## src/logic/alu_format_decoder_params.svh

```systemverilog
// constants for the compact alu format decoder: prefixes, codes, field positions
// assumes nothing; included by the package and by the decoder module
`ifndef ALU_FORMAT_DECODER_PARAMS_SVH
`define ALU_FORMAT_DECODER_PARAMS_SVH

// datapath width
`define DATA_WIDTH 32
// format prefixes
`define PFX_SHIFT 3'h0
`define PFX_IMM8 3'h1
`define SEL_ADDSUB 2'h3
`define PFX_HIREG 6'h11
`define PFX_LOADADDR 4'hA
`define PFX_SPOFS 8'hB0
// operation_select codes
`define SHOP_LEFT 2'h0
`define SHOP_RIGHT 2'h1
`define SHOP_ARITH 2'h2
`define IMMOP_MOVE 2'h0
`define IMMOP_COMPARE 2'h1
`define IMMOP_ADD 2'h2
`define IMMOP_SUB 2'h3
`define HIOP_ADD 2'h0
`define HIOP_MOVE 2'h2
// format numbers reported to the datapath
`define FORMAT_OTHER 5'h00
`define FORMAT_SHIFT 5'h01
`define FORMAT_ADDSUB 5'h02
`define FORMAT_IMM8 5'h03
`define FORMAT_HIREG 5'h05
`define FORMAT_LOADADDR 5'h0C
`define FORMAT_SPOFS 5'h0D
// field positions
`define POS_DEST_LO 0
`define POS_SRC_LO 3
`define POS_SECOND_LO 6
`define POS_IMMSEL 10
`define POS_ADDSUB_OP 9
`define POS_SHAMT_LO 6
`define POS_IMM8_DEST_LO 8
// decode latency in cycles, equal for every accepted halfword
`define DECODE_LATENCY 1

`endif

```

## src/logic/alu_format_decoder_pkg.sv

```systemverilog
// types for the compact alu format decoder
// assumes the params header is on the include path
`include "alu_format_decoder_params.svh"

package alu_format_decoder_pkg;

    // datapath operation driven to execute
    typedef enum logic [2:0] {
        OP_NONE = 3'h0,
        OP_SHL = 3'h1,
        OP_SHR = 3'h3,
        OP_SAR = 3'h2,
        OP_ADD = 3'h6,
        OP_SUB = 3'h7,
        OP_MOV = 3'h5
    } alu_op_t;

    // whole decoder state, registered once per accepted halfword
    typedef struct packed {
        logic valid;
        alu_op_t op;
        logic [4:0] format;
        logic [2:0] dest;
        logic [2:0] src_a;
        logic [2:0] src_b;
        logic b_is_imm;
        logic [`DATA_WIDTH-1:0] imm;
        logic write_dest;
        logic flags_update;
        logic flags_kept;
    } decode_state_t;

endpackage

```

## src/logic/compact_isa_alu_format_decoder.sv

```systemverilog
// decoder for the compact shift, add/subtract and 8-bit immediate formats
// assumes fetch offers halfwords with valid/ready and execute accepts with ready
//
// Contract
// - opcode 00: shift left by five-bit amount
// - opcode 01: logical right shift by amount
// - opcode 10: arithmetic right shift by amount
// - these three formats always update condition flags
// - add second register to source register
// - add zero-extended three-bit immediate to source
// - subtract second register from source register
// - subtract three-bit immediate from source register
// - byte immediate: load zero-extended byte
// - byte immediate: compare only, no write
// - byte immediate: add into same register
// - byte immediate: subtract from same register
// - same latency and operation as wide form
// - add in formats 5/12/13 keeps flags
// - move in format 5 keeps flags
`timescale 1ns/1ps
`include "alu_format_decoder_params.svh"

module compact_isa_alu_format_decoder (
    // clock and reset
    input wire logic clk,
    input wire logic reset,
    // halfword from fetch
    input wire logic instr_valid,
    input wire logic [15:0] instr,
    output logic instr_ready,
    // decoded controls to execute
    input wire logic exec_ready,
    output logic dec_valid,
    output alu_format_decoder_pkg::alu_op_t dec_op,
    output logic [4:0] dec_format,
    output logic [2:0] dec_dest,
    output logic [2:0] dec_src_a,
    output logic [2:0] dec_src_b,
    output logic dec_b_is_imm,
    output logic [`DATA_WIDTH-1:0] dec_imm,
    output logic dec_write_dest,
    output logic dec_flags_update,
    output logic dec_flags_kept
);

    ////////////////////////////////////////////////////////////////////////////
    // decode function

    // pure decode of one halfword; no state, so every format costs the same
    function automatic alu_format_decoder_pkg::decode_state_t decode(
        input logic [15:0] h
    );
        alu_format_decoder_pkg::decode_state_t d;
        d = '0;
        d.valid = 1'b1;
        d.format = `FORMAT_OTHER;
        d.op = alu_format_decoder_pkg::OP_NONE;
        if (h[15:13] == `PFX_SHIFT && h[12:11] == `SEL_ADDSUB) begin
            // opcode 11 of the shift group is the add/subtract group
            d.format = `FORMAT_ADDSUB;
            d.dest = h[`POS_DEST_LO +: 3];
            d.src_a = h[`POS_SRC_LO +: 3];
            d.src_b = h[`POS_SECOND_LO +: 3];
            d.b_is_imm = h[`POS_IMMSEL];
            // immediate is the same field as the second register, zero extended
            d.imm = {{(`DATA_WIDTH-3){1'b0}}, h[`POS_SECOND_LO +: 3]};
            d.write_dest = 1'b1;
            d.flags_update = 1'b1;
            if (h[`POS_ADDSUB_OP]) begin
                d.op = alu_format_decoder_pkg::OP_SUB;
            end else begin
                d.op = alu_format_decoder_pkg::OP_ADD;
            end
        end else if (h[15:13] == `PFX_SHIFT) begin
            // shift by immediate, amount carried as immediate operand
            d.format = `FORMAT_SHIFT;
            d.dest = h[`POS_DEST_LO +: 3];
            d.src_a = h[`POS_SRC_LO +: 3];
            d.b_is_imm = 1'b1;
            d.imm = {{(`DATA_WIDTH-5){1'b0}}, h[`POS_SHAMT_LO +: 5]};
            d.write_dest = 1'b1;
            d.flags_update = 1'b1;
            unique case (h[12:11])
                `SHOP_LEFT: d.op = alu_format_decoder_pkg::OP_SHL;
                `SHOP_RIGHT: d.op = alu_format_decoder_pkg::OP_SHR;
                `SHOP_ARITH: d.op = alu_format_decoder_pkg::OP_SAR;
                // 11 never reaches here, taken by the branch above
                default: d.op = alu_format_decoder_pkg::OP_NONE;
            endcase
        end else if (h[15:13] == `PFX_IMM8) begin
            // byte immediate against one register, which is both source and dest
            d.format = `FORMAT_IMM8;
            d.dest = h[`POS_IMM8_DEST_LO +: 3];
            d.src_a = h[`POS_IMM8_DEST_LO +: 3];
            d.b_is_imm = 1'b1;
            d.imm = {{(`DATA_WIDTH-8){1'b0}}, h[7:0]};
            d.flags_update = 1'b1;
            unique case (h[12:11])
                `IMMOP_MOVE: begin
                    d.op = alu_format_decoder_pkg::OP_MOV;
                    d.write_dest = 1'b1;
                end
                `IMMOP_COMPARE: begin
                    // compare only: result discarded, flags updated from it
                    d.op = alu_format_decoder_pkg::OP_SUB;
                    d.write_dest = 1'b0;
                end
                `IMMOP_ADD: begin
                    d.op = alu_format_decoder_pkg::OP_ADD;
                    d.write_dest = 1'b1;
                end
                `IMMOP_SUB: begin
                    d.op = alu_format_decoder_pkg::OP_SUB;
                    d.write_dest = 1'b1;
                end
            endcase
        end else if (h[15:10] == `PFX_HIREG &&
                     (h[9:8] == `HIOP_ADD || h[9:8] == `HIOP_MOVE)) begin
            // high-register add or move: executed elsewhere, flags untouched
            d.format = `FORMAT_HIREG;
            d.flags_kept = 1'b1;
        end else if (h[15:8] == `PFX_SPOFS) begin
            // stack pointer offset add, prefix does not overlap the load address prefix
            d.format = `FORMAT_SPOFS;
            d.flags_kept = 1'b1;
        end else if (h[15:12] == `PFX_LOADADDR) begin
            // load address add
            d.format = `FORMAT_LOADADDR;
            d.flags_kept = 1'b1;
        end
        return d;
    endfunction

    ////////////////////////////////////////////////////////////////////////////
    // state and handshake

    // registered decode result
    alu_format_decoder_pkg::decode_state_t state;
    // value for the next edge
    alu_format_decoder_pkg::decode_state_t next_state;
    // halfword taken this cycle
    logic accept;

    // take a new halfword whenever the output slot is free or being drained
    assign instr_ready = !state.valid || exec_ready;
    assign accept = instr_valid && instr_ready;

    // next state: load on accept, clear valid on drain, else hold
    always_comb begin
        next_state = state;
        if (accept) begin
            // one fixed stage for every format keeps wide-form timing
            next_state = decode(instr);
        end else if (exec_ready) begin
            next_state.valid = 1'b0;
        end
    end

    // the single register of the block
    always_ff @(posedge clk or posedge reset) begin
        if (reset) begin
            state <= '0;
        end else begin
            state <= next_state;
        end
    end

    ////////////////////////////////////////////////////////////////////////////
    // outputs, straight from the register

    assign dec_valid = state.valid;
    assign dec_op = state.op;
    assign dec_format = state.format;
    assign dec_dest = state.dest;
    assign dec_src_a = state.src_a;
    assign dec_src_b = state.src_b;
    assign dec_b_is_imm = state.b_is_imm;
    assign dec_imm = state.imm;
    assign dec_write_dest = state.write_dest;
    assign dec_flags_update = state.flags_update;
    assign dec_flags_kept = state.flags_kept;
endmodule // compact_isa_alu_format_decoder

```

## config.mk

```make
export PLATFORM = sky130hd
export DESIGN_NAME = compact_isa_alu_format_decoder
export DESIGN_NICKNAME = d
export VERILOG_FILES = /design/src/logic/alu_format_decoder_pkg.sv /design/src/logic/compact_isa_alu_format_decoder.sv
export VERILOG_INCLUDE_DIRS = /design/src /design/src/logic
export SDC_FILE = /design/constraint.sdc
export NUM_CORES = 1
export LEC_CHECK = 0
export BUFFER_PORTS_ARGS = -buffer_cell sky130_fd_sc_hd__buf_2
export CORE_UTILIZATION = 45
export CTS_BUF_LIST = sky130_fd_sc_hd__clkbuf_8
export CTS_CLUSTER_SIZE = 8
export DETAILED_ROUTE_END_ITERATION = 7
export PLACE_DENSITY = 0.78
export SLEW_MARGIN = 20
export SYNTH_ARGS = -nofsm -noshare
export SYNTH_HDL_FRONTEND = slang
export SYNTH_SLANG_ARGS = --single-unit
export TNS_END_PERCENT = 100
```

## constraint.sdc

```tcl
create_clock -name clk -period 3.5 [get_ports clk]
set_input_delay 0.525 -clock clk [delete_from_list [all_inputs] [get_ports clk]]
set_output_delay 0.525 -clock clk [all_outputs]
set_load 0.02 [all_outputs]
```

Word-level counts from Yosys, hierarchy flattened. Index checks and enable logic that the tools add are counted.

Multiplexer cells: 24. Reductions and logical operators: 12. Eq/ne operators: 8.

Operator list (count): 2-to-1 mux 35 bit (3); 2-to-1 mux 14 bit (2); 2-to-1 mux 5 bit (3); 2-to-1 mux 1 bit (9); one-hot mux 3 bit (3 select lines) (1); == test 8 bit, second input constant (1); == test 2 bit, second input constant (3); == test 6 x 5 -> 1 bit, second input constant (1); 2-to-1 mux 3 bit (2); 2-to-1 mux 6 bit (1); one-hot mux 2 bit (3 select lines) (1); == test 4 bit, second input constant (1); zero test 2 bit (2); 2-to-1 mux 4 bit (1); == test 3 x 1 -> 1 bit, second input constant (1); logical AND 1 bit (3); zero test 3 bit (1); OR reduction 3 bit (1); == test 2 x 1 -> 1 bit, second input constant (1); logical OR 1 bit (2); one-hot mux 1 bit (2 select lines) (1); nonzero test 2 bit (1); OR reduction 2 bit (1); zero test 1 bit (1).

Output and inout port bits: 55. Flip-flop bits (word level): 54. Word-level logic and storage cells: 55.

Logic depth before layout (Yosys ltp).
Depth in word-level cells: 7. Mapped depth: 5. Gate-level depth less buffers: 5.

Least setup slack after synthesis. Ideal clock, no wire load.

Path kind: input to register. From: input port exec_ready. To: register state, in the netlist dec_write_dest. Data arrival time: 1439 ps. Path slack: 1943 ps. Data required time: 3382 ps. Stages: 5. Buffers on the path: 1. Cell sequence: nand2b_2 -> nand2_1 -> buf_2 -> a211oi_1 -> a21o_1.

Longest elaborated chain between the ends: 2.

RTL lines: from (decl) (RTL line compact_isa_alu_format_decoder.sv:32) `input wire logic exec_ready,`; logical OR 1 bit (RTL line compact_isa_alu_format_decoder.sv:145) `assign instr_ready = !state.valid || exec_ready;`; logical AND 1 bit (RTL line compact_isa_alu_format_decoder.sv:146) `assign accept = instr_valid && instr_ready;`; to (signal assigned) (RTL line compact_isa_alu_format_decoder.sv:164) `state <= next_state;`; to (decl) (RTL line compact_isa_alu_format_decoder.sv:138) `alu_format_decoder_pkg::decode_state_t state;`.

No other way between the ends. A chain may end at the register's enable or synchronous reset.

Worst setup path in the final report.
From: register state, in the netlist dec_valid. To: register state, in the netlist dec_src_b[2].

Longest elaborated chain between the ends: 3.

RTL lines (RTL line): zero test 1 bit (compact_isa_alu_format_decoder.sv:145); logical OR 1 bit (compact_isa_alu_format_decoder.sv:145); logical AND 1 bit (compact_isa_alu_format_decoder.sv:146).

No other way between the ends.

==> flow_summary.yaml <==
floorplan:
  dieArea_mm2: 0.00374
  die_w_um: 61.1
  design.portCount: 75
  die_h_um: 61.1
  core-area_mm2: 0.00334
  num_rows: 21
  start_util_pct: 47.2
sta:
  period_needed_ns: 1.88
  min_period_over_period_pct: 53.8
  tightest_slew_ns: 0.865
  slew_viol_final: 0
  finalSetupViolations: 0
  max_freq_ghz: 0.531
  tns_ns: 0
  skew_ns: 0.00607
  final-hold-violation-count: 0
  relSlewSlack_pct: 42.2
  rsz0062_at_grt: "false"
detailed_routing:
  drc: 0
  vias_per_cell: 4.85
  drt-pass1-iter-count: 6
  wire_per_inst_um: 12.4
  drt-initial-drc-count: 40
  routed_wl_um: 3000
  vias: 1174
  antenna_left: 0
logic_synthesis:
  synth-seq-cells: 28
  synth_area_mm2: 0.00157
  synth_area_leader_cell: "dfrtp_1"
  ys_types: 34
  synth_seq_area_share_pct: 44.5
  synth_area_leaders: "dfrtp_1 45%, buf_4 12%, o31ai_1 6.2%"
  synth_top_cell_area_share_pct: 44.5
  syn_avg_cell_area_um2: 10.4
  synthCells: 152
  yosys_warnings: 0
pwr:
  max-vdd-ir-drop_mv: 0.200
  p_per_area_mw_per_mm2: 429
  power.total_mw: 0.780
  p_leak_nw: 0.998
critical_path:
  arrival_ns: 2.09
  r2r_setup_slack_ns: 1.62
  endpoint_kind: "register"
  startpoint_type: "register"
  worst_path_max_delay_cell: "nor4_2"
  rr_worst_depth: 4
  cpPeakStageDelay_ns: 0.62
  crit_required_ns: 3.71
  reg2reg_to: "dec_src_b[2]"
  crit_type: "register to register"
  worstPathCellList: "nand2b_2, nand2_1, nor4_2, a22o_1"
  r2r-start: "dec_valid"
  crit_fanout: 28
global_route:
  grt_pass1_wl_um: 4680
  grt_overflow: 0
  grt_max_degree: 29
  grt_usage_pct: 17.4
  grt_pass1_vias: 970
  antenna_found_initial: 0
clocking:
  root_buffer: "clkbuf_8"
  post_cts_resized: 0
  cts_tree: "done"
  htreeDepth: 1
  clock-sinks: 28
  clk_path_buf_depth: 2
  clock_latency_ns: 0.27
  post-cts-setup-buffers: 0
  clkTransAtPathRegs_ns: 0.10
  cts_made_buffers: 3
  cts_hold_buf: 0
placed_design:
  io_buffer_count: 49
  gp_congestion: 0.840
  dpl_cell_area_mm2: 0.00174
  dp_cells: 238
  dpl.hpwl_um: 2180
finish:
  final_area_mm2: 0.00182
  syn_to_final_growth_pct: 15.3
  finalNonFillerCells: 242
  antenna_cells: 0
  fillers: 334
  drive_gt1_share_pct: 31.6
  ff_latch_area_um2: 701
  multi_input_area_um2: 718
  fin_nets: 223
min_path:
  min_path_type: "primary input to asynchronous set/reset pin"
run:
  maxCapViolCount: 0
run_status:
  status: "completed"
[layout make-up]
cell class | instances | area share [%]
Sequential cell | 28 | 38.6
Clock buffer | 3 | 2.27
Timing Repair Buffer | 50 | 13.9
Inverter | 4 | 0.827
Tap cell | 46 | 3.17
Clock inverter | 1 | 1.65
Multi-Input combinational cell | 110 | 39.6
[cells in the mapped netlist, drive strengths merged]
| cell | n |
|---|---|
| a211oi | 1 |
| a21o | 3 |
| a21oi | 3 |
| a221o | 1 |
| a22o | 6 |
| a22oi | 2 |
| and4 | 1 |
| buf | 30 |
| clkbuf | 4 |
| conb | 1 |
| dfrtp | 28 |
| ha | 6 |
| inv | 4 |
| mux2 | 2 |
| mux2i | 9 |
| nand2 | 18 |
| nand2b | 2 |
| nand3b | 1 |
| nor2 | 4 |
| nor3 | 3 |
| nor4 | 3 |
| o2111a | 1 |
| o21ai | 3 |
| o311ai | 1 |
| o31ai | 13 |
| or2 | 1 |
| or4 | 1 |
[state kept, by name, indices dropped and copies added, names as in the netlist, 2 cells and up]
name,flops
dec_imm,8
dec_src_a,3
dec_format,4
dec_dest,3
dec_op,2
dec_src_b,3
[routing by layer]
layer / routed length, um / global-route usage, % / part of all wire, %
met1: 1440 / 23.6 / 48
met4: 46 / 8.77 / 1.5
met3: 158 / 4.20 / 5.3
met5: 0 / 0 / 0
met2: 1360 / 26.2 / 45
[worst max-delay path: cells and delay by family, from the launching register on]
kind | cells | cell delay, ns
AO/OA/AOI/OAI | 1 | 0.20
flip-flops | 1 | 0.39
AND/OR/NAND/NOR | 3 | 1.22
[per-stage QoR]
| stage | setup slack, ns | util, % | hold slack (ns) |
|---|---|---|---|
| 6_report | 1.62 | 54.4 | 0.291 |
| 5_1_grt | 1.43 | 54.4 | 0.338 |
| 4_1_cts | 1.60 | 54.4 | 0.482 |
| 3_5_place_dp | 1.37 | 52.3 | 0.461 |
| 3_3_place_gp | 1.45 | 52.3 | 0.459 |
| 2_1_floorplan | 1.94 | - | 0.590 |
[worst max path at each step]
stage,from,end,slack [ns]
finish,dec_valid,dec_src_b[2],1.62
global route,dec_valid,dec_src_b[2],1.43
CTS,dec_valid,dec_src_b[2],1.60
detailed placement,exec_ready,dec_src_b[2],1.37
global placement,exec_ready,dec_src_b[1],1.45
floorplan,exec_ready,dec_write_dest,1.94
[power by group]
part	internal [mW]	switching, mW	leakage [nW]
sequential	0.346	0.0120	0.375
clock	0.153	0.100	0.0357
combinational	0.0506	0.117	0.588
total	0.550	0.230	0.998
[cell usage in the layout, fill, tap and decap left out]
| cell | instances |
|---|---|
| a211oi_1 | 1 |
| a21o_1 | 3 |
| a21oi_1 | 2 |
| a21oi_2 | 1 |
| a221o_1 | 1 |
| a22o_1 | 6 |
| a22oi_1 | 2 |
| and4_2 | 1 |
| buf_2 | 49 |
| buf_4 | 1 |
| bufinv_16 | 1 |
| clkbuf_8 | 3 |
| conb_1 | 25 |
| dfrtp_1 | 28 |
| ha_1 | 6 |
| inv_1 | 3 |
| inv_2 | 1 |
| mux2_1 | 1 |
| mux2_2 | 1 |
| mux2i_1 | 9 |
| nand2_1 | 18 |
| nand2b_1 | 1 |
| nand2b_2 | 1 |
| nand3b_1 | 1 |
| nor2_1 | 4 |
| nor3_1 | 2 |
| nor3_2 | 1 |
| nor4_1 | 2 |
| nor4_2 | 1 |
| o2111a_1 | 1 |
| o21ai_0 | 2 |
| o21ai_1 | 1 |
| o311ai_0 | 1 |
| o31ai_1 | 13 |
| or2_1 | 1 |
| or4_4 | 1 |
[kinds of logic (layout without fill, tap and decap cells)]
family,Yosys count,after routing,synth area share (%)
buf+inv,38,58,15.6
fa+ha+maj,6,6,4.77
compound gates,34,34,16.5
mux,11,11,7.15
simple gates,34,34,11.3
flops,28,28,44.5
other cells,1,25,0.238
Note: power is estimated with default switching activity, not from simulation.
